## src/pkg/drive_seq_pkg.sv

```systemverilog
// Constants, state codes and register map shared by the drive sequence controller.
//
// Summary of operation
// - Power-up normally enters ready-to-switch-on and waits.
// - Switch-on command energizes motor, enters operation.
// - Normal stop ramps down, off at standstill.
// - Coast stop de-energizes motor at once.
// - Quick stop brakes with quick ramp time.
// - Operation enable low switches motor off; high on.
// - Switch-on inhibited state ignores switch-on command.
// - Switch-on at power-up inhibits unless automatic start.
// - Coast or quick stop enters switch-on inhibited.
// - Ready-to-switch-on is passed before energizing motor.
// - Ready state waits for operation enable.
// - Operation state keeps motor energized.
// - Normal braking uses ramp-function generator ramp time.
// - Quick braking uses quick ramp or current limit.
// - Safety settings reset on a separate path.
// - Safety reset refused without correct safety password.
// - Factory reset keeps communication and motor standard.
// - Trigger 5 starts safety reset; device writes 0.
// - Save trigger 1 stores settings; device clears it.
// - Drive-reset entry confirmed restores non-safety factory values.
package drive_seq_pkg;

  // ------------------------------------------------------------
  // Sequence states
  // ------------------------------------------------------------
  typedef enum logic [2:0] {
    power_up_state = 3'h0,
    switch_on_inhibited_state = 3'h1,
    ready_to_switch_on_state = 3'h2,
    ready_state = 3'h3,
    operation_state = 3'h4,
    ramp_braking_state = 3'h5,
    quick_braking_state = 3'h6
  } seq_state_t;

  // ------------------------------------------------------------
  // Register byte offsets
  // ------------------------------------------------------------
  localparam logic [7:0] CONTROL_ADDR = 8'h00;
  localparam logic [7:0] STATUS_ADDR = 8'h04;
  localparam logic [7:0] SELECTOR_ADDR = 8'h08;
  localparam logic [7:0] PASSWORD_ADDR = 8'h0C;
  localparam logic [7:0] RESET_TRIG_ADDR = 8'h10;
  localparam logic [7:0] SAVE_TRIG_ADDR = 8'h14;
  localparam logic [7:0] DRIVE_RESET_ADDR = 8'h18;
  localparam logic [7:0] RAMP_TIME_ADDR = 8'h1C;
  localparam logic [7:0] QUICK_TIME_ADDR = 8'h20;
  localparam logic [7:0] COMM_ADDR = 8'h24;
  localparam logic [7:0] MOTOR_STD_ADDR = 8'h28;
  localparam logic [7:0] SAFETY_WORK_ADDR = 8'h2C;
  localparam logic [7:0] SAFETY_APPLIED_ADDR = 8'h30;

  // ------------------------------------------------------------
  // Control register bit positions
  // ------------------------------------------------------------
  localparam int CTL_SWITCH_ON = 0;
  localparam int CTL_COAST_STOP = 1;
  localparam int CTL_QUICK_STOP = 2;
  localparam int CTL_OP_ENABLE = 3;
  localparam int CTL_AUTO_START = 4;
  localparam int CTL_CURR_LIMIT = 5;
  localparam int CTL_WIDTH = 6;

  // ------------------------------------------------------------
  // Status register bit positions
  // ------------------------------------------------------------
  localparam int STS_STATE_LSB = 0;
  localparam int STS_MOTOR_ON = 3;
  localparam int STS_STANDSTILL = 4;
  localparam int STS_REFUSED = 5;
  localparam int STS_BUSY = 6;

  // ------------------------------------------------------------
  // Parameter values and factory defaults
  // ------------------------------------------------------------
  localparam logic [7:0] SELECTOR_RESET_MODE = 8'h1E;
  localparam logic [7:0] TRIG_SAFETY_RESET = 8'h05;
  localparam logic [7:0] TRIG_STD_RESET = 8'h01;
  localparam logic [7:0] SAVE_START = 8'h01;
  localparam logic [7:0] TRIG_IDLE = 8'h00;
  localparam logic [7:0] DRIVE_RESET_CONFIRM = 8'h01;
  localparam logic [15:0] RAMP_TIME_DEFAULT = 16'h000A;
  localparam logic [15:0] QUICK_TIME_DEFAULT = 16'h0000;
  localparam logic [15:0] SAFETY_DEFAULT = 16'h0000;

  // ------------------------------------------------------------
  // Timing
  // ------------------------------------------------------------
  localparam int CLK_HZ = 10_000_000;
  localparam int RESET_TIME_US = 10;
  localparam int SAVE_TIME_US = 20;
  localparam int RESET_CYCLES = RESET_TIME_US * (CLK_HZ / 1_000_000);
  localparam int SAVE_CYCLES = SAVE_TIME_US * (CLK_HZ / 1_000_000);

endpackage : drive_seq_pkg

```

## src/hw/drive_seq_ctrl.sv

```systemverilog
// Motor sequence control with factory-reset and save sequencer.
`timescale 1ns/10ps
`default_nettype none

module drive_seq_ctrl #(
  parameter logic [31:0] SAFETY_PASSWORD = 32'h0000_0000, // Arbitrary neutral value.
  parameter int RESET_CYCLES = drive_seq_pkg::RESET_CYCLES,
  parameter int SAVE_CYCLES = drive_seq_pkg::SAVE_CYCLES
) (
  input wire logic ref_clk,
  input wire logic rst,
  input wire logic clk_en,
  input wire logic [7:0] addr,
  input wire logic [31:0] wr_data,
  input wire logic wr_en,
  input wire logic rd_en,
  output logic [31:0] rd_data,
  input wire logic standstill,
  input wire logic power_cycle,
  output logic motor_on,
  output logic ramp_brake,
  output logic quick_brake,
  output logic current_limit_brake,
  output logic [15:0] ramp_time,
  output logic [2:0] state_code
);

  // ------------------------------------------------------------
  // Declarations
  // ------------------------------------------------------------
  // Command bits written by the controller.
  logic [drive_seq_pkg::CTL_WIDTH-1:0] control_r;
  // Sequence state and its next value.
  drive_seq_pkg::seq_state_t state_r;
  drive_seq_pkg::seq_state_t state_nxt;
  // Reset and save parameters.
  logic [7:0] commissioning_selector_r;
  logic [31:0] safety_password_r;
  logic [7:0] reset_trigger_r;
  logic [7:0] save_trigger_r;
  // Working settings.
  logic [15:0] ramp_time_r;
  logic [15:0] quick_time_r;
  logic [15:0] comm_setting_r;
  logic [15:0] motor_std_r;
  logic [15:0] safety_work_r;
  // Safety settings currently in force.
  logic [15:0] safety_applied_r;
  // Non-volatile image written by the save sequence.
  logic [15:0] nv_ramp_r;
  logic [15:0] nv_quick_r;
  logic [15:0] nv_safety_r;
  // Sequencer busy counters.
  logic [15:0] reset_cnt_r;
  logic [15:0] save_cnt_r;
  logic reset_busy_r;
  logic reset_safety_r;
  logic save_busy_r;
  // Sticky flag set when a safety reset was refused.
  logic refused_r;
  // Decoded commands.
  logic switch_on;
  logic coast_stop;
  logic quick_stop;
  logic op_enable;
  logic auto_start;
  // Decoded writes and sequencer events.
  logic wr_reset_trig;
  logic safety_ok;
  logic safety_start;
  logic std_start;
  logic std_done;
  logic safety_done;
  logic save_start;
  logic save_done;
  logic drive_reset_go;

  // ------------------------------------------------------------
  // Command decode
  // ------------------------------------------------------------
  assign switch_on = control_r[drive_seq_pkg::CTL_SWITCH_ON];
  assign coast_stop = control_r[drive_seq_pkg::CTL_COAST_STOP];
  assign quick_stop = control_r[drive_seq_pkg::CTL_QUICK_STOP];
  assign op_enable = control_r[drive_seq_pkg::CTL_OP_ENABLE];
  assign auto_start = control_r[drive_seq_pkg::CTL_AUTO_START];

  // Password and selector must both be in place before a safety reset.
  assign safety_ok = (commissioning_selector_r == drive_seq_pkg::SELECTOR_RESET_MODE) &&
                     (safety_password_r == SAFETY_PASSWORD);
  assign wr_reset_trig = wr_en && (addr == drive_seq_pkg::RESET_TRIG_ADDR) &&
                         !reset_busy_r;
  assign safety_start = wr_reset_trig &&
                        (wr_data[7:0] == drive_seq_pkg::TRIG_SAFETY_RESET) && safety_ok;
  // The panel entry and trigger value 1 share the non-safety path.
  assign drive_reset_go = wr_en && (addr == drive_seq_pkg::DRIVE_RESET_ADDR) &&
                          (wr_data[7:0] == drive_seq_pkg::DRIVE_RESET_CONFIRM);
  assign std_start = !reset_busy_r &&
                     ((wr_reset_trig && (wr_data[7:0] == drive_seq_pkg::TRIG_STD_RESET)) ||
                      drive_reset_go);
  assign std_done = reset_busy_r && !reset_safety_r &&
                    (reset_cnt_r == 16'(RESET_CYCLES - 1));
  assign safety_done = reset_busy_r && reset_safety_r &&
                       (reset_cnt_r == 16'(RESET_CYCLES - 1));
  assign save_start = wr_en && (addr == drive_seq_pkg::SAVE_TRIG_ADDR) && !save_busy_r &&
                      (wr_data[7:0] == drive_seq_pkg::SAVE_START);
  assign save_done = save_busy_r && (save_cnt_r == 16'(SAVE_CYCLES - 1));

  // ------------------------------------------------------------
  // Sequence state machine
  // ------------------------------------------------------------
  // Next-state logic; stop commands are checked in priority order.
  always_comb begin
    state_nxt = state_r;
    unique case (state_r)
      drive_seq_pkg::power_up_state: begin
        // An active switch-on at power-up blocks start unless automatic start.
        if (coast_stop || quick_stop) begin
          state_nxt = drive_seq_pkg::switch_on_inhibited_state;
        end else if (switch_on && !auto_start) begin
          state_nxt = drive_seq_pkg::switch_on_inhibited_state;
        end else begin
          state_nxt = drive_seq_pkg::ready_to_switch_on_state;
        end
      end
      drive_seq_pkg::switch_on_inhibited_state: begin
        // Switch-on is ignored; leave only once it and every stop are gone.
        if (!coast_stop && !quick_stop && !switch_on) begin
          state_nxt = drive_seq_pkg::ready_to_switch_on_state;
        end
      end
      drive_seq_pkg::ready_to_switch_on_state: begin
        if (coast_stop || quick_stop) begin
          state_nxt = drive_seq_pkg::switch_on_inhibited_state;
        end else if (switch_on) begin
          state_nxt = drive_seq_pkg::ready_state;
        end
      end
      drive_seq_pkg::ready_state: begin
        if (coast_stop || quick_stop) begin
          state_nxt = drive_seq_pkg::switch_on_inhibited_state;
        end else if (!switch_on) begin
          state_nxt = drive_seq_pkg::ready_to_switch_on_state;
        end else if (op_enable) begin
          state_nxt = drive_seq_pkg::operation_state;
        end
      end
      drive_seq_pkg::operation_state: begin
        // Coast first, then quick stop, then normal stop.
        if (coast_stop) begin
          state_nxt = drive_seq_pkg::switch_on_inhibited_state;
        end else if (quick_stop) begin
          state_nxt = drive_seq_pkg::quick_braking_state;
        end else if (!switch_on) begin
          state_nxt = drive_seq_pkg::ramp_braking_state;
        end else if (!op_enable) begin
          state_nxt = drive_seq_pkg::ready_state;
        end
      end
      drive_seq_pkg::ramp_braking_state: begin
        if (coast_stop) begin
          state_nxt = drive_seq_pkg::switch_on_inhibited_state;
        end else if (quick_stop) begin
          state_nxt = drive_seq_pkg::quick_braking_state;
        end else if (standstill) begin
          state_nxt = drive_seq_pkg::ready_to_switch_on_state;
        end
      end
      drive_seq_pkg::quick_braking_state: begin
        if (coast_stop || standstill) begin
          state_nxt = drive_seq_pkg::switch_on_inhibited_state;
        end
      end
      default: begin
        state_nxt = drive_seq_pkg::power_up_state;
      end
    endcase
  end

  // State register; a supply restore re-runs the power-up decision.
  always_ff @(posedge ref_clk) begin
    if (rst) begin
      state_r <= drive_seq_pkg::power_up_state;
    end else if (clk_en) begin
      if (power_cycle) begin
        state_r <= drive_seq_pkg::power_up_state;
      end else begin
        state_r <= state_nxt;
      end
    end
  end

  // ------------------------------------------------------------
  // Drive outputs
  // ------------------------------------------------------------
  // Motor energy, brake selection and the ramp time handed to the ramp generator.
  always_ff @(posedge ref_clk) begin
    if (rst) begin
      motor_on <= 1'b0;
      ramp_brake <= 1'b0;
      quick_brake <= 1'b0;
      current_limit_brake <= 1'b0;
      ramp_time <= drive_seq_pkg::RAMP_TIME_DEFAULT;
      state_code <= 3'h0;
    end else if (clk_en) begin
      // Energized in operation and while braking under control.
      motor_on <= (state_nxt == drive_seq_pkg::operation_state) ||
                  (state_nxt == drive_seq_pkg::ramp_braking_state) ||
                  (state_nxt == drive_seq_pkg::quick_braking_state);
      ramp_brake <= (state_nxt == drive_seq_pkg::ramp_braking_state);
      quick_brake <= (state_nxt == drive_seq_pkg::quick_braking_state);
      current_limit_brake <= (state_nxt == drive_seq_pkg::quick_braking_state) &&
                             control_r[drive_seq_pkg::CTL_CURR_LIMIT];
      // Quick braking takes its own ramp time, all else the normal one.
      if (state_nxt == drive_seq_pkg::quick_braking_state) begin
        ramp_time <= quick_time_r;
      end else begin
        ramp_time <= ramp_time_r;
      end
      state_code <= state_nxt;
    end
  end

  // ------------------------------------------------------------
  // Controller-written parameters
  // ------------------------------------------------------------
  // Command bits, selector and password.
  always_ff @(posedge ref_clk) begin
    if (rst) begin
      control_r <= '0;
      commissioning_selector_r <= 8'h00;
      safety_password_r <= 32'h0000_0000;
    end else if (clk_en) begin
      if (wr_en && (addr == drive_seq_pkg::CONTROL_ADDR)) begin
        control_r <= wr_data[drive_seq_pkg::CTL_WIDTH-1:0];
      end
      if (wr_en && (addr == drive_seq_pkg::SELECTOR_ADDR)) begin
        commissioning_selector_r <= wr_data[7:0];
      end
      if (wr_en && (addr == drive_seq_pkg::PASSWORD_ADDR)) begin
        safety_password_r <= wr_data;
      end
    end
  end

  // Working settings; a finished reset restores defaults on its own path.
  always_ff @(posedge ref_clk) begin
    if (rst) begin
      ramp_time_r <= drive_seq_pkg::RAMP_TIME_DEFAULT;
      quick_time_r <= drive_seq_pkg::QUICK_TIME_DEFAULT;
      comm_setting_r <= 16'h0000;
      motor_std_r <= 16'h0000;
      safety_work_r <= drive_seq_pkg::SAFETY_DEFAULT;
    end else if (clk_en) begin
      if (power_cycle) begin
        // Supply restore reloads from the non-volatile image.
        ramp_time_r <= nv_ramp_r;
        quick_time_r <= nv_quick_r;
        safety_work_r <= nv_safety_r;
      end else if (std_done) begin
        // Communication and motor standard are left alone.
        ramp_time_r <= drive_seq_pkg::RAMP_TIME_DEFAULT;
        quick_time_r <= drive_seq_pkg::QUICK_TIME_DEFAULT;
      end else if (safety_done) begin
        safety_work_r <= drive_seq_pkg::SAFETY_DEFAULT;
      end else if (wr_en) begin
        if (addr == drive_seq_pkg::RAMP_TIME_ADDR) begin
          ramp_time_r <= wr_data[15:0];
        end
        if (addr == drive_seq_pkg::QUICK_TIME_ADDR) begin
          quick_time_r <= wr_data[15:0];
        end
        if (addr == drive_seq_pkg::COMM_ADDR) begin
          comm_setting_r <= wr_data[15:0];
        end
        if (addr == drive_seq_pkg::MOTOR_STD_ADDR) begin
          motor_std_r <= wr_data[15:0];
        end
        if (addr == drive_seq_pkg::SAFETY_WORK_ADDR) begin
          safety_work_r <= wr_data[15:0];
        end
      end
    end
  end

  // Safety settings in force change only at a supply restore.
  always_ff @(posedge ref_clk) begin
    if (rst) begin
      safety_applied_r <= drive_seq_pkg::SAFETY_DEFAULT;
    end else if (clk_en && power_cycle) begin
      safety_applied_r <= nv_safety_r;
    end
  end

  // ------------------------------------------------------------
  // Reset sequencer
  // ------------------------------------------------------------
  // Runs a timed reset and writes the trigger back to idle when done.
  always_ff @(posedge ref_clk) begin
    if (rst) begin
      reset_busy_r <= 1'b0;
      reset_safety_r <= 1'b0;
      reset_cnt_r <= 16'h0000;
      reset_trigger_r <= drive_seq_pkg::TRIG_IDLE;
    end else if (clk_en) begin
      if (reset_busy_r) begin
        reset_cnt_r <= reset_cnt_r + 16'h0001;
        if (std_done || safety_done) begin
          reset_busy_r <= 1'b0;
          reset_trigger_r <= drive_seq_pkg::TRIG_IDLE;
        end
      end else if (safety_start) begin
        reset_busy_r <= 1'b1;
        reset_safety_r <= 1'b1;
        reset_cnt_r <= 16'h0000;
        reset_trigger_r <= wr_data[7:0];
      end else if (std_start) begin
        reset_busy_r <= 1'b1;
        reset_safety_r <= 1'b0;
        reset_cnt_r <= 16'h0000;
        reset_trigger_r <= drive_seq_pkg::TRIG_STD_RESET;
      end else if (wr_reset_trig) begin
        // Refused or unknown request: trigger falls back to idle at once.
        reset_trigger_r <= drive_seq_pkg::TRIG_IDLE;
      end
    end
  end

  // Refused flag: a new refusal wins over a clear in the same cycle.
  always_ff @(posedge ref_clk) begin
    if (rst) begin
      refused_r <= 1'b0;
    end else if (clk_en) begin
      if (wr_reset_trig && (wr_data[7:0] == drive_seq_pkg::TRIG_SAFETY_RESET) && !safety_ok) begin
        refused_r <= 1'b1;
      end else if (wr_en && (addr == drive_seq_pkg::STATUS_ADDR) &&
                   wr_data[drive_seq_pkg::STS_REFUSED]) begin
        refused_r <= 1'b0;
      end
    end
  end

  // ------------------------------------------------------------
  // Save sequencer
  // ------------------------------------------------------------
  // Copies ramp, quick and safety settings to the non-volatile image, then clears the trigger.
  always_ff @(posedge ref_clk) begin
    if (rst) begin
      save_busy_r <= 1'b0;
      save_cnt_r <= 16'h0000;
      save_trigger_r <= drive_seq_pkg::TRIG_IDLE;
      nv_ramp_r <= drive_seq_pkg::RAMP_TIME_DEFAULT;
      nv_quick_r <= drive_seq_pkg::QUICK_TIME_DEFAULT;
      nv_safety_r <= drive_seq_pkg::SAFETY_DEFAULT;
    end else if (clk_en) begin
      if (save_busy_r) begin
        save_cnt_r <= save_cnt_r + 16'h0001;
        if (save_done) begin
          nv_ramp_r <= ramp_time_r;
          nv_quick_r <= quick_time_r;
          nv_safety_r <= safety_work_r;
          save_busy_r <= 1'b0;
          save_trigger_r <= drive_seq_pkg::TRIG_IDLE;
        end
      end else if (save_start) begin
        save_busy_r <= 1'b1;
        save_cnt_r <= 16'h0000;
        save_trigger_r <= drive_seq_pkg::SAVE_START;
      end
    end
  end

  // ------------------------------------------------------------
  // Register read port
  // ------------------------------------------------------------
  // Read data stand in the cycle after the strobe; otherwise zero.
  always_ff @(posedge ref_clk) begin
    if (rst) begin
      rd_data <= 32'h0000_0000;
    end else if (clk_en) begin
      rd_data <= 32'h0000_0000;
      if (rd_en) begin
        unique case (addr)
          drive_seq_pkg::CONTROL_ADDR: rd_data <= 32'(control_r);
          drive_seq_pkg::STATUS_ADDR: begin
            rd_data <= 32'({save_busy_r | reset_busy_r, refused_r, standstill,
                            motor_on, state_r});
          end
          drive_seq_pkg::SELECTOR_ADDR: rd_data <= 32'(commissioning_selector_r);
          drive_seq_pkg::RESET_TRIG_ADDR: rd_data <= 32'(reset_trigger_r);
          drive_seq_pkg::SAVE_TRIG_ADDR: rd_data <= 32'(save_trigger_r);
          drive_seq_pkg::RAMP_TIME_ADDR: rd_data <= 32'(ramp_time_r);
          drive_seq_pkg::QUICK_TIME_ADDR: rd_data <= 32'(quick_time_r);
          drive_seq_pkg::COMM_ADDR: rd_data <= 32'(comm_setting_r);
          drive_seq_pkg::MOTOR_STD_ADDR: rd_data <= 32'(motor_std_r);
          drive_seq_pkg::SAFETY_WORK_ADDR: rd_data <= 32'(safety_work_r);
          drive_seq_pkg::SAFETY_APPLIED_ADDR: rd_data <= 32'(safety_applied_r);
          // Password, drive-reset entry and unmapped offsets read as zero.
          default: rd_data <= 32'h0000_0000;
        endcase
      end
    end
  end

endmodule : drive_seq_ctrl

`default_nettype wire

```

## config.mk

```make
export PLATFORM = sky130hd
export DESIGN_NAME = drive_seq_ctrl
export DESIGN_NICKNAME = d
export VERILOG_FILES = /design/src/pkg/drive_seq_pkg.sv /design/src/hw/drive_seq_ctrl.sv
export SDC_FILE = /design/constraint.sdc
export NUM_CORES = 1
export LEC_CHECK = 0
export CORE_MARGIN = 10
export CORE_UTILIZATION = 62
export CTS_CLUSTER_SIZE = 20
export DETAILED_ROUTE_END_ITERATION = 10
export DONT_BUFFER_PORTS = 1
export PLACE_DENSITY_LB_ADDON = 0.1
export SLEW_MARGIN = 10
export SYNTH_ARGS = -nofsm -noshare
export SYNTH_HDL_FRONTEND = slang
export SYNTH_SLANG_ARGS = --single-unit
export TNS_END_PERCENT = 10
```

## constraint.sdc

```tcl
create_clock -name ref_clk -period 3.2 [get_ports ref_clk]
set_input_delay 0.48 -clock ref_clk [delete_from_list [all_inputs] [get_ports ref_clk]]
set_output_delay 0.48 -clock ref_clk [all_outputs]
set_load 0.01 [all_outputs]
```

# After elaboration in Yosys (flattened, before gate mapping)
# Cells that the tools add are included.
[word_totals]
inputBits = 47
register_bits = 300
word_cells = 195
output_inout_bits = 55
[op_classes]
reduce_logical = 70
add_sub_neg = 2
n_eq_ne = 30
n_mux = 60
bitwise_logic = 5
[ops]
columns = ["operator", "n"]
rows = [
  ["$mux W16", 22],
  ["$pmux W16 S11", 1],
  ["$mux W8", 8],
  ["$mux W3", 15],
  ["$eq A8 B5 Y1 const B", 5],
  ["$eq A8 B6 Y1 const B", 5],
  ["$add A16 B1 Y16 const B", 2],
  ["$logic_not A32 Y1", 1],
  ["$logic_and A1 B1 Y1", 28],
  ["$pmux W3 S7", 1],
  ["$eq A3 B3 Y1 const B", 6],
  ["$reduce_bool A3 Y1", 6],
  ["$eq A16 B7 Y1 const B", 1],
  ["$eq A16 B8 Y1 const B", 1],
  ["$eq A8 B3 Y1 const B", 2],
  ["$eq A8 B4 Y1 const B", 2],
  ["$reduce_and A2 Y1", 6],
  ["$reduce_and A3 Y1", 4],
  ["$reduce_and A4 Y1", 3],
  ["$reduce_and A6 Y1", 2],
  ["$mux W1", 11],
  ["$eq A8 B1 Y1 const B", 1],
  ["$logic_not A1 Y1", 8],
  ["$logic_not A8 Y1", 1],
  ["12 further kinds", 25],
]

# Logic depth before layout (Yosys ltp)
# Gate-level depths: netlist of run 1.
[depth]
word_depth = 9
mapped_depth = 8
ltp_nobuf = 7

# Least setup slack after synthesis of run 1
# OpenSTA, ideal clock, no wires.
[synth_path]
kind = "input to register"
start = "input addr[4]"
end = "register comm_setting_r[7]"
t_arrival_ns = 2.301
setup_slack_ns = 0.771
n_path_buf = 2
stages = 8
setup_time_ns = 0.128
t_required_ns = 3.072
cell_sequence = "buf_2 > nor4b_4 > nand2_1 > or2_2 > nor3_2 > buf_6 > mux2i_1 > nor2_1"
[synth_via]
elab_chain_cells = 2
[synth_lines]
columns = ["element", "line", "rtl"]
rows = [
  ["start: declaration", "drive_seq_ctrl.sv:13", "input wire logic [7:0] addr,"],
  ["$eq A8 B6 Y1", "drive_seq_ctrl.sv:272", "if (addr == drive_seq_pkg::COMM_ADDR) begin"],
  ["$reduce_and A6 Y1 (no source line)", "-", ""],
  ["end signal: assignment", "drive_seq_ctrl.sv:273", "comm_setting_r <= wr_data[15:0];"],
  ["end: declaration", "drive_seq_ctrl.sv:44", "logic [15:0] comm_setting_r;"],
]
# Every way passes these cells.
# A chain may end at the register's enable or synchronous reset.

# Worst setup path in the final report of run 1
[layout_path]
start = "register reset_cnt_r[0]"
end = "register safety_work_r[6]"
[layout_via]
elab_chain_cells = 5
word_cells_on_any_way = 10
cone_classes = "2 x eq/ne; 3 x mux; 5 x reduce/logical"
[layout_lines]
columns = ["element", "line", "rtl"]
rows = [
  ["start: declaration", "drive_seq_ctrl.sv:54", "logic [15:0] reset_cnt_r;"],
  ["start signal: assignment", "drive_seq_ctrl.sv:306", "reset_cnt_r <= reset_cnt_r + 16'h0001;"],
  ["$eq A16 B7 Y1 *", "drive_seq_ctrl.sv:101, drive_seq_ctrl.sv:103", ""],
  ["$logic_and A1 B1 Y1", "drive_seq_ctrl.sv:102", "assign safety_done = reset_busy_r && reset_safety_r &&"],
  ["$mux W16", "drive_seq_ctrl.sv:263", "end else if (safety_done) begin"],
  ["$mux W16", "drive_seq_ctrl.sv:259", "end else if (std_done) begin"],
  ["$mux W16", "drive_seq_ctrl.sv:254", "if (power_cycle) begin"],
  ["end signal: assignment", "drive_seq_ctrl.sv:252", "safety_work_r <= drive_seq_pkg::SAFETY_DEFAULT;"],
  ["end signal: assignment", "drive_seq_ctrl.sv:258", "safety_work_r <= nv_safety_r;"],
  ["end signal: assignment", "drive_seq_ctrl.sv:264", "safety_work_r <= drive_seq_pkg::SAFETY_DEFAULT;"],
  ["end: declaration", "drive_seq_ctrl.sv:46", "logic [15:0] safety_work_r;"],
]
# Mark *: on every way between the ends. The rest lies on a longest branch, timed or not. The select of a mux whose other input is x is not followed.

==> results of run 1 <==
==> area by class of cell <==
class	instances	area (um^2)
clock inverter	7	62.6
sequential	277	5550
clock buffer	45	866
antenna	1	2.50
timing repair buffer	19	145
tap	265	332
multi-input combinational	1089	6240
fill	1663	6280
inverter	14	52.6
==> through the flow <==
stage / cell area (um^2) / worst slack (ns)
after global routing: 13300 / 0.328
final: 13300 / 0.455
after CTS: 13200 / 0.507
after detailed placement: 12300 / 0.550
after floorplan: 12400 / 0.771
after global placement: 12300 / 0.629
==> path summary, 6_finish.rpt <==
kind                                                  start  cells after the start                             to
worst min-delay path                                    rst                      1        ramp_brake$_SDFFE_PP0P_
worst min register to register  nv_quick_r[12]$_SDFFE_PP0P_                      2    nv_quick_r[12]$_SDFFE_PP0P_
worst max-delay path            reset_cnt_r[0]$_SDFFE_PP0P_                      8  safety_work_r[6]$_SDFFE_PP0P_
worst max register to register  reset_cnt_r[0]$_SDFFE_PP0P_                      8  safety_work_r[6]$_SDFFE_PP0P_
==> routing by layer <==
layer  track usage  up-vias  routed length [um]
met2         0.380      541               15100
met4        0.0827        0                1020
li1              -     5198                   -
met5             0        -                   0
met3        0.0516       79                3880
met1         0.382     5234               15500
==> repair_timing <==
| item | in CTS | in global routing |
|---|---|---|
| hold endpoints to repair | 0 | 3 |
| setup endpoints to repair | 0 | 0 |
| hold buffers | 0 | 1 |
==> synth_stat cells, types with 15 or more instances <==
cell	number	area, um^2
dfxtp_1	277	5550
nand2_1	256	961
a21oi_1	150	751
nor2_1	145	544
clkbuf_1	91	342
mux2i_1	72	721
a22oi_1	59	443
o21ai_0	55	275
a211oi_1	49	368
nand3_1	46	230
nor4_1	22	138
or3_1	20	125
nor3_1	19	95.1
nand4_1	18	113
o22ai_1	18	113
a311oi_1	17	149
buf_4	16	120
buf_2	15	75.1
==> power breakdown <==
group | switching [mW] | internal (mW) | leakage (nW)
clock network | 1.34 | 1.92 | 0.458
registers | 0.0688 | 3.50 | 2.24
logic | 0.153 | 0.0965 | 1.62
==> critical path, stage by stage, from the launching register on <==
cell and delay (ns):
dfxtp_1 0.41, ha_1 0.28, or4bb_1 0.55, nor4_4 0.38, a21oi_2 0.14, a21oi_2 0.13
buf_4 0.35, nor2_1 0.10, a211oi_1 0.27
==> cell families (layout without fill, tap and decap cells) <==
kind of cell,count (synthesis),after routing
AND/OR/NAND/NOR,582,582
AO/OA/AOI/OAI,402,402
flip-flops,277,277
buffers and inverters,143,85
multiplexers,76,76
XOR/XNOR,11,11
adder cells (fa/ha/maj),2,2
other,1,17
==> flow_metrics.env, run 1 <==
export IMPL_fmax_mhz=364
export IMPL_synth_edf_count=0
export IMPL_insertion_delay_ns=0.55
export IMPL_synth_top_family_by_area="simple AND/OR/NAND/NOR gates"
export IMPL_drtPass1Iterations=8
export IMPL_die_width_um=161
export IMPL_cp_end_kind="flop"
export IMPL_critPathMaxFanout=32
export IMPL_grtUsageTotal=0.262
export IMPL_top_register="safety_password_r"
export IMPL_final_cells=1717
export IMPL_drv_cap=0
export IMPL_status="completed"
export IMPL_cts_resized_gates=0
export IMPL_nets=1478
export IMPL_port_buffers=0
export IMPL_tightest_slew_ns=1.12
export IMPL_powerDensity_nw_per_um2=534
export IMPL_drc_errors=0
export IMPL_required_ns=3.63
export IMPL_syn_area_um2=12300
export IMPL_worstPathArrival_ns=3.17
export IMPL_yosysWarningCount=0
export IMPL_synthXorXnorAreaFrac=0.00781
export IMPL_numClockSinks=277
export IMPL_total_power_mw=7.08
export IMPL_worstHoldPathType="in -> reg"
export IMPL_initial_core_util=0.632
export IMPL_largest_reg_flops=32
export IMPL_relSlewSlack=0.248
export IMPL_dieArea_um2=26000
export IMPL_antenna_found_initial=1
export IMPL_post_synth_fa_ha_maj_area_fraction=0.00203
export IMPL_via_per_inst=6.44
export IMPL_area_growth_pct=7.35
export IMPL_synth_async_reset_ratio=0
export IMPL_rsz0062_at_grt="false"
export IMPL_cts_htree_levels=1
export IMPL_synth_ff_type="dfxtp_1"
export IMPL_path_class="reg -> reg"
export IMPL_ios=102
export IMPL_layout_commonest_cell="dfxtp_1"
export IMPL_overflow=0
export IMPL_grt_max_degree=233
export IMPL_ff2ff_setup_slack_ns=0.46
export IMPL_synthDistinctLibCells=64
export IMPL_vias=11052
export IMPL_finalSetupViolations=0
export IMPL_finalMaxSlewViolations=0
export IMPL_gp_congestion=0.970
export IMPL_tns_ns=0
export IMPL_hold_viol_final=0
export IMPL_avgSynthCellArea_um2=8.26
export IMPL_period_minus_slack_ns=2.74
export IMPL_netlist_instances=1494
export IMPL_postRouteAntennaNets=0
export IMPL_fin_crit_sh=0.858
export IMPL_root_buffer="clkbuf_16"
export IMPL_irDropWorstVdd_v=0.000404
export IMPL_critPathLaunchType="flop"
export IMPL_synth_seq_cells=277
export IMPL_fp_row_count=51
export IMPL_p_leak_nw=4.32
export IMPL_cts_buffers=28
export IMPL_post_cts_buffers=0
export IMPL_grt_pass1_wl_mm=56.4
export IMPL_post_route_util=0.679
export IMPL_synth_simple_area_share=0.219
export IMPL_grt_pass1_vias=9929
export IMPL_clock_path_buffers=3
export IMPL_drt_iter0_drc=1133
export IMPL_muxShareOfSynthArea=0.0620
export IMPL_path_clk_slew_ns=0.06
export IMPL_holdWs_ns=0.00606
export IMPL_coreArea_um2=19500
export IMPL_avgRoutedWirePerCell_um=20.7
export IMPL_wirelength_mm=35.5
export IMPL_fin_skew_ns=0.0250
export IMPL_dieHeight_um=161
export IMPL_dp_final_hpwl_mm=23.7
export IMPL_mostFrequentLayoutCells="277 x dfxtp_1, 256 x nand2_1, 150 x a21oi_1"
export IMPL_cts_tree="built"
export IMPL_yosysSeqAreaShare=0.449
export IMPL_drive_gt1_frac=0.0634
export IMPL_synth_compound_area_frac=0.208
export IMPL_place_inst=1663
Power figures use the tool's default switching activity.
==> inputs of run 2 (changes only) <==
BUFFER_PORTS_ARGS = -buffer_cell sky130_fd_sc_hd__buf_2   (was default)
CORE_UTILIZATION = 60   (was 62)
DONT_BUFFER_PORTS = default   (was 1)
==> run 2 against run 1 <==
Against the previous run: register-to-register slack gained 0.07 ns; via count rose by 4.0%; worst hold slack gained 0.17 ns; global-route usage up 0.88 points; wire length up 4.9%; critical path depth is the same; sequential cell count unchanged; core utilization increased by 0.67 points; combinational power rose by 85%; worst setup slack better by 0.075 ns; clock-buffer cell count grew 2; clock skew up 0.00073 ns.
==> flow_metrics.env, run 2 (same netlist as run 1, synthesis figures left out) <==
export IMPL_status="completed"
export IMPL_required_ns=3.67
export IMPL_dieArea_um2=26700
export IMPL_path_class="reg -> reg"
export IMPL_mostFrequentLayoutCells="277 x dfxtp_1, 256 x nand2_1, 150 x a21oi_1"
export IMPL_grt_pass1_vias=10659
export IMPL_grt_max_degree=138
export IMPL_p_int_mw=5.56
export IMPL_r2r_start="reset_cnt_r[0]$_SDFFE_PP0P_"
export IMPL_postRouteAntennaNets=0
export IMPL_cts_resized_gates=0
export IMPL_root_buffer="clkbuf_16"
export IMPL_nets=1583
export IMPL_gp_congestion=0.938
export IMPL_antenna_found_initial=0
export IMPL_rsz0062_at_grt="false"
export IMPL_post_route_util=0.685
export IMPL_total_power_mw=7.31
export IMPL_worstPathArrival_ns=3.14
export IMPL_fin_skew_ns=0.0258
export IMPL_fin_crit_sh=0.834
export IMPL_dieHeight_um=163
export IMPL_wirelength_mm=37.3
export IMPL_relSlewSlack=0.246
export IMPL_drive_gt1_frac=0.127
export IMPL_place_inst=1773
export IMPL_tns_ns=0
export IMPL_finalSetupViolations=0
export IMPL_holdWs_ns=0.175
export IMPL_insertion_delay_ns=0.56
export IMPL_cts_hold_buffers=0
export IMPL_vias=11495
export IMPL_placed_cell_area_um2=12900
export IMPL_overflow=0
export IMPL_p_sw_mw=1.75
export IMPL_seqPwrFrac=0.487
export IMPL_via_per_inst=6.30
export IMPL_power_frac_clock=0.450
export IMPL_post_cts_buffers=0
export IMPL_powerDensity_nw_per_um2=527
export IMPL_irDropWorstVdd_v=0.000443
export IMPL_diodes=0
export IMPL_cts_tree="built"
export IMPL_grt_pass1_wl_mm=58.7
export IMPL_dp_final_hpwl_mm=25.3
export IMPL_design_area_um2=13900
export IMPL_area_growth_pct=12.3
export IMPL_min_from="wr_data[27]"
export IMPL_fin_ws_ns=0.530
export IMPL_fp_row_count=52
export IMPL_hold_viol_final=0
export IMPL_largest_reg_flops=32
export IMPL_worstHoldPathType="in -> reg"
export IMPL_cp_startpoint="reset_cnt_r[0]$_SDFFE_PP0P_"
export IMPL_drtPass1Iterations=6
export IMPL_coreArea_um2=20200
export IMPL_drv_cap=0
export IMPL_switching_share=0.240
export IMPL_fmax_mhz=375
export IMPL_comb_power_share=0.063
export IMPL_p_leak_nw=4.81
export IMPL_cts_htree_levels=1
export IMPL_die_width_um=163
export IMPL_cts_buffers=29
export IMPL_tightest_slew_ns=1.13
export IMPL_finalMaxSlewViolations=0
export IMPL_cp_end_kind="flop"
export IMPL_layout_commonest_cell="dfxtp_1"
export IMPL_top_register="safety_password_r"
export IMPL_initial_core_util=0.610
export IMPL_drc_errors=0
export IMPL_final_cells=1825
export IMPL_clock_path_buffers=3
export IMPL_critPathLaunchType="flop"
export IMPL_port_buffers=85
export IMPL_ios=102
export IMPL_critPathMaxFanout=32
export IMPL_drt_iter0_drc=1173
export IMPL_period_minus_slack_ns=2.67
export IMPL_path_clk_slew_ns=0.06
export IMPL_numClockSinks=277
export IMPL_place_ws_ns=0.586
export IMPL_avgRoutedWirePerCell_um=20.4
export IMPL_grtUsageTotal=0.271
## run 2: power groups by stage
stage | clock network (mW) | logic, mW | registers (mW)
finish | 3.29 | 0.462 | 3.56
CTS | 3.32 | 0.453 | 3.56
detailed placement | 0 | 0.451 | 3.63
global route | 3.44 | 0.497 | 3.57
global placement | 0 | 0.447 | 3.63
floorplan | 0 | 0.294 | 3.61
## run 2: final timing paths
kind         cells past startpoint  slack [ns]                                 end
min                              3        0.18  safety_password_r[27]$_SDFFE_PP0P_
min reg2reg                      2        0.45             rd_data[3]$_SDFFE_PP0P_
max reg2reg                      8        0.53        ramp_time_r[10]$_SDFFE_PP0P_
max                              8        0.53        ramp_time_r[10]$_SDFFE_PP0P_
## run 2: cell type report
cell class                 instances  area (um^2)
clock inverter                     5         35.0
multi-input combinational       1089         6240
tap                              270          338
clock buffer                      47          903
sequential                       277         5550
inverter                          14         52.6
timing repair buffer             123          754
fill                            1709         6370
## run 2: critical path, cell delays in order, from the launching register on
cell,delay (ns)
dfxtp_1,0.41
ha_1,0.29
or4bb_1,0.55
nor4_4,0.36
a21oi_2,0.15
a21oi_2,0.16
buf_4,0.34
nor2_1,0.08
a211oi_1,0.22
## run 2: routing by layer
metal	track usage	vias up	share of wire	wire, um
met5	0	-	0	0
met4	0.0791	0	0.027	1020
met3	0.0566	75	0.10	3850
met2	0.417	543	0.44	16500
met1	0.374	5474	0.43	15900
li1	-	5403	-	-
==> inputs of run 3 (changes only) <==
CORE_UTILIZATION = 54   (was 60)
clock period = 2.3 ns   (was 3.2 ns; I/O delays follow)
==> run 3 against run 2 <==
Against the previous run: combinational power up 68%; the run now ends with negative setup slack left; register-to-register slack worse by 0.54 ns; non-clock buffer count rose by 95; global-route usage fell by 1.0 points.
==> flow_metrics.env, run 3 (same netlist as run 1, synthesis figures left out) <==
export IMPL_grt_max_degree=79
export IMPL_postRouteAntennaNets=0
export IMPL_relSlewSlack=0.378
export IMPL_irDropWorstVdd_v=0.000673
export IMPL_cts_hold_buffers=0
export IMPL_dieHeight_um=171
export IMPL_diodes=0
export IMPL_design_area_um2=15200
export IMPL_dp_final_hpwl_mm=27.6
export IMPL_avgRoutedWirePerCell_um=21.1
export IMPL_die_width_um=171
export IMPL_wirelength_mm=40.8
export IMPL_root_buffer="clkbuf_16"
export IMPL_mostFrequentLayoutCells="273 x dfxtp_1, 256 x nand2_1, 150 x a21oi_1"
export IMPL_vias=11960
export IMPL_worstHoldPathType="in -> reg"
export IMPL_p_leak_nw=5.46
export IMPL_via_per_inst=6.17
export IMPL_total_power_mw=10.8
export IMPL_path_class="reg -> reg"
export IMPL_grtUsageTotal=0.260
export IMPL_cp_end_kind="flop"
export IMPL_coreArea_um2=22600
export IMPL_drc_errors=0
export IMPL_dieArea_um2=29300
export IMPL_fmax_mhz=433
export IMPL_cts_tree="built"
export IMPL_drv_cap=0
export IMPL_post_route_util=0.673
export IMPL_critPathMaxFanout=8
export IMPL_top_register="safety_password_r"
export IMPL_placed_cell_area_um2=13700
export IMPL_required_ns=2.76
export IMPL_layout_commonest_cell="dfxtp_1"
export IMPL_finalSetupViolations=2
export IMPL_fin_skew_ns=0.0166
export IMPL_initial_core_util=0.547
export IMPL_powerDensity_nw_per_um2=710
export IMPL_status="finished, violations left"
export IMPL_period_minus_slack_ns=2.31
export IMPL_critPathLaunchType="flop"
export IMPL_port_buffers=85
export IMPL_fp_row_count=55
export IMPL_antenna_found_initial=0
export IMPL_grt_pass1_wl_mm=61.3
export IMPL_place_ws_ns=-0.128
export IMPL_rsz0062_at_grt="true"
export IMPL_ios=102
export IMPL_grt_pass1_vias=10698
export IMPL_area_growth_pct=23.1
export IMPL_hold_viol_final=0
export IMPL_gp_congestion=0.981
export IMPL_drt_iter0_drc=1488
export IMPL_drive_gt1_frac=0.203
export IMPL_clock_path_buffers=3
export IMPL_fin_ws_ns=-0.00684
export IMPL_path_clk_slew_ns=0.06
export IMPL_largest_reg_flops=32
export IMPL_drtPass1Iterations=8
export IMPL_overflow=0
export IMPL_fin_crit_sh=1.00
export IMPL_tightest_slew_ns=0.930
export IMPL_finalMaxSlewViolations=0
export IMPL_numClockSinks=277
export IMPL_cts_htree_levels=1
export IMPL_fill_cells=1942
export IMPL_cts_buffers=29
export IMPL_worstPathArrival_ns=2.77
export IMPL_violations="negative setup slack"
export IMPL_insertion_delay_ns=0.55
export IMPL_nets=1678
## run 3: cell count changes in the layout (fill, tap and decap cells not counted), moves of 5 or more
cell and change:
buf_12 +14, buf_6 +6, buf_4 +70, clkbuf_1 -5, nor4_2 +5, a211oi_1 -11, a211oi_2 +11, bufinv_16 +5
nor4_1 -5
## run 3: stage by stage
step / instances / TNS [ns] / hold WS [ns]
2_1_floorplan: 1509 / 0 / 0.430
3_3_place_gp: 1867 / -0.637 / 0.430
3_5_place_dp: 1867 / -1.58 / 0.439
4_1_cts: 1921 / -0.00767 / 0.0148
5_1_grt: 1937 / -1.95 / 0.0243
6_report: 1937 / -0.00761 / 0.0253
## run 3: timing repair
action / CTS / global route
endpoints found under the hold margin: 0 / 0
pin swaps: 0 / 37
resized for setup: 3 / 45
setup endpoints to repair: 3 / 58
cloned: 0 / 6
setup buffers: 0 / 10
## run 3: final cells by class
cell class	instances	area [um^2]	share of cell area
Timing Repair Buffer	218	1740	0.115
Clock buffer	38	830	0.0546
Multi-Input combinational cell	1089	6440	0.424
Inverter	14	52.6	0.00346
Tap cell	285	357	0.0235
Sequential cell	277	5550	0.366
Clock inverter	16	218	0.0143
## run 3: critical path, cell delays in order (launching register included)
cell and delay, ns:
dfxtp_2 0.35, ha_4 0.13, or4bb_4 0.48, nor4_4 0.29
buf_6 0.18, a21oi_4 0.09, a21oi_4 0.26, clkbuf_16 0.23
nor2_1 0.04, a211oi_1 0.16
## run 3: path summary, 6_finish.rpt
check,startpoint,end,slack (ns),cells past startpoint
setup / recovery,reset_cnt_r[1]$_SDFFE_PP0P_,ramp_time_r[11]$_SDFFE_PP0P_,-0.007,9
hold / removal,wr_data[31],safety_password_r[31]$_SDFFE_PP0P_,0.03,3
setup reg to reg,reset_cnt_r[1]$_SDFFE_PP0P_,ramp_time_r[11]$_SDFFE_PP0P_,-0.007,9
hold reg to reg,rd_data[0]$_SDFFE_PP0P_,rd_data[0]$_SDFFE_PP0P_,0.45,2
## run 3: where the power goes
| group | internal, mW | switching, mW |
|---|---|---|
| Clock | 3.10 | 1.96 |
| Sequential | 4.87 | 0.0894 |
| Combinational | 0.281 | 0.498 |
## run 3: per-layer routing
metal  up-vias  GRT usage  routed length [um]
li1       5607          -                   -
met1      5733      0.371               18100
met2       542      0.406               18400
met3        78     0.0403                3360
met4         0     0.0571                 967
met5         -          0                   0
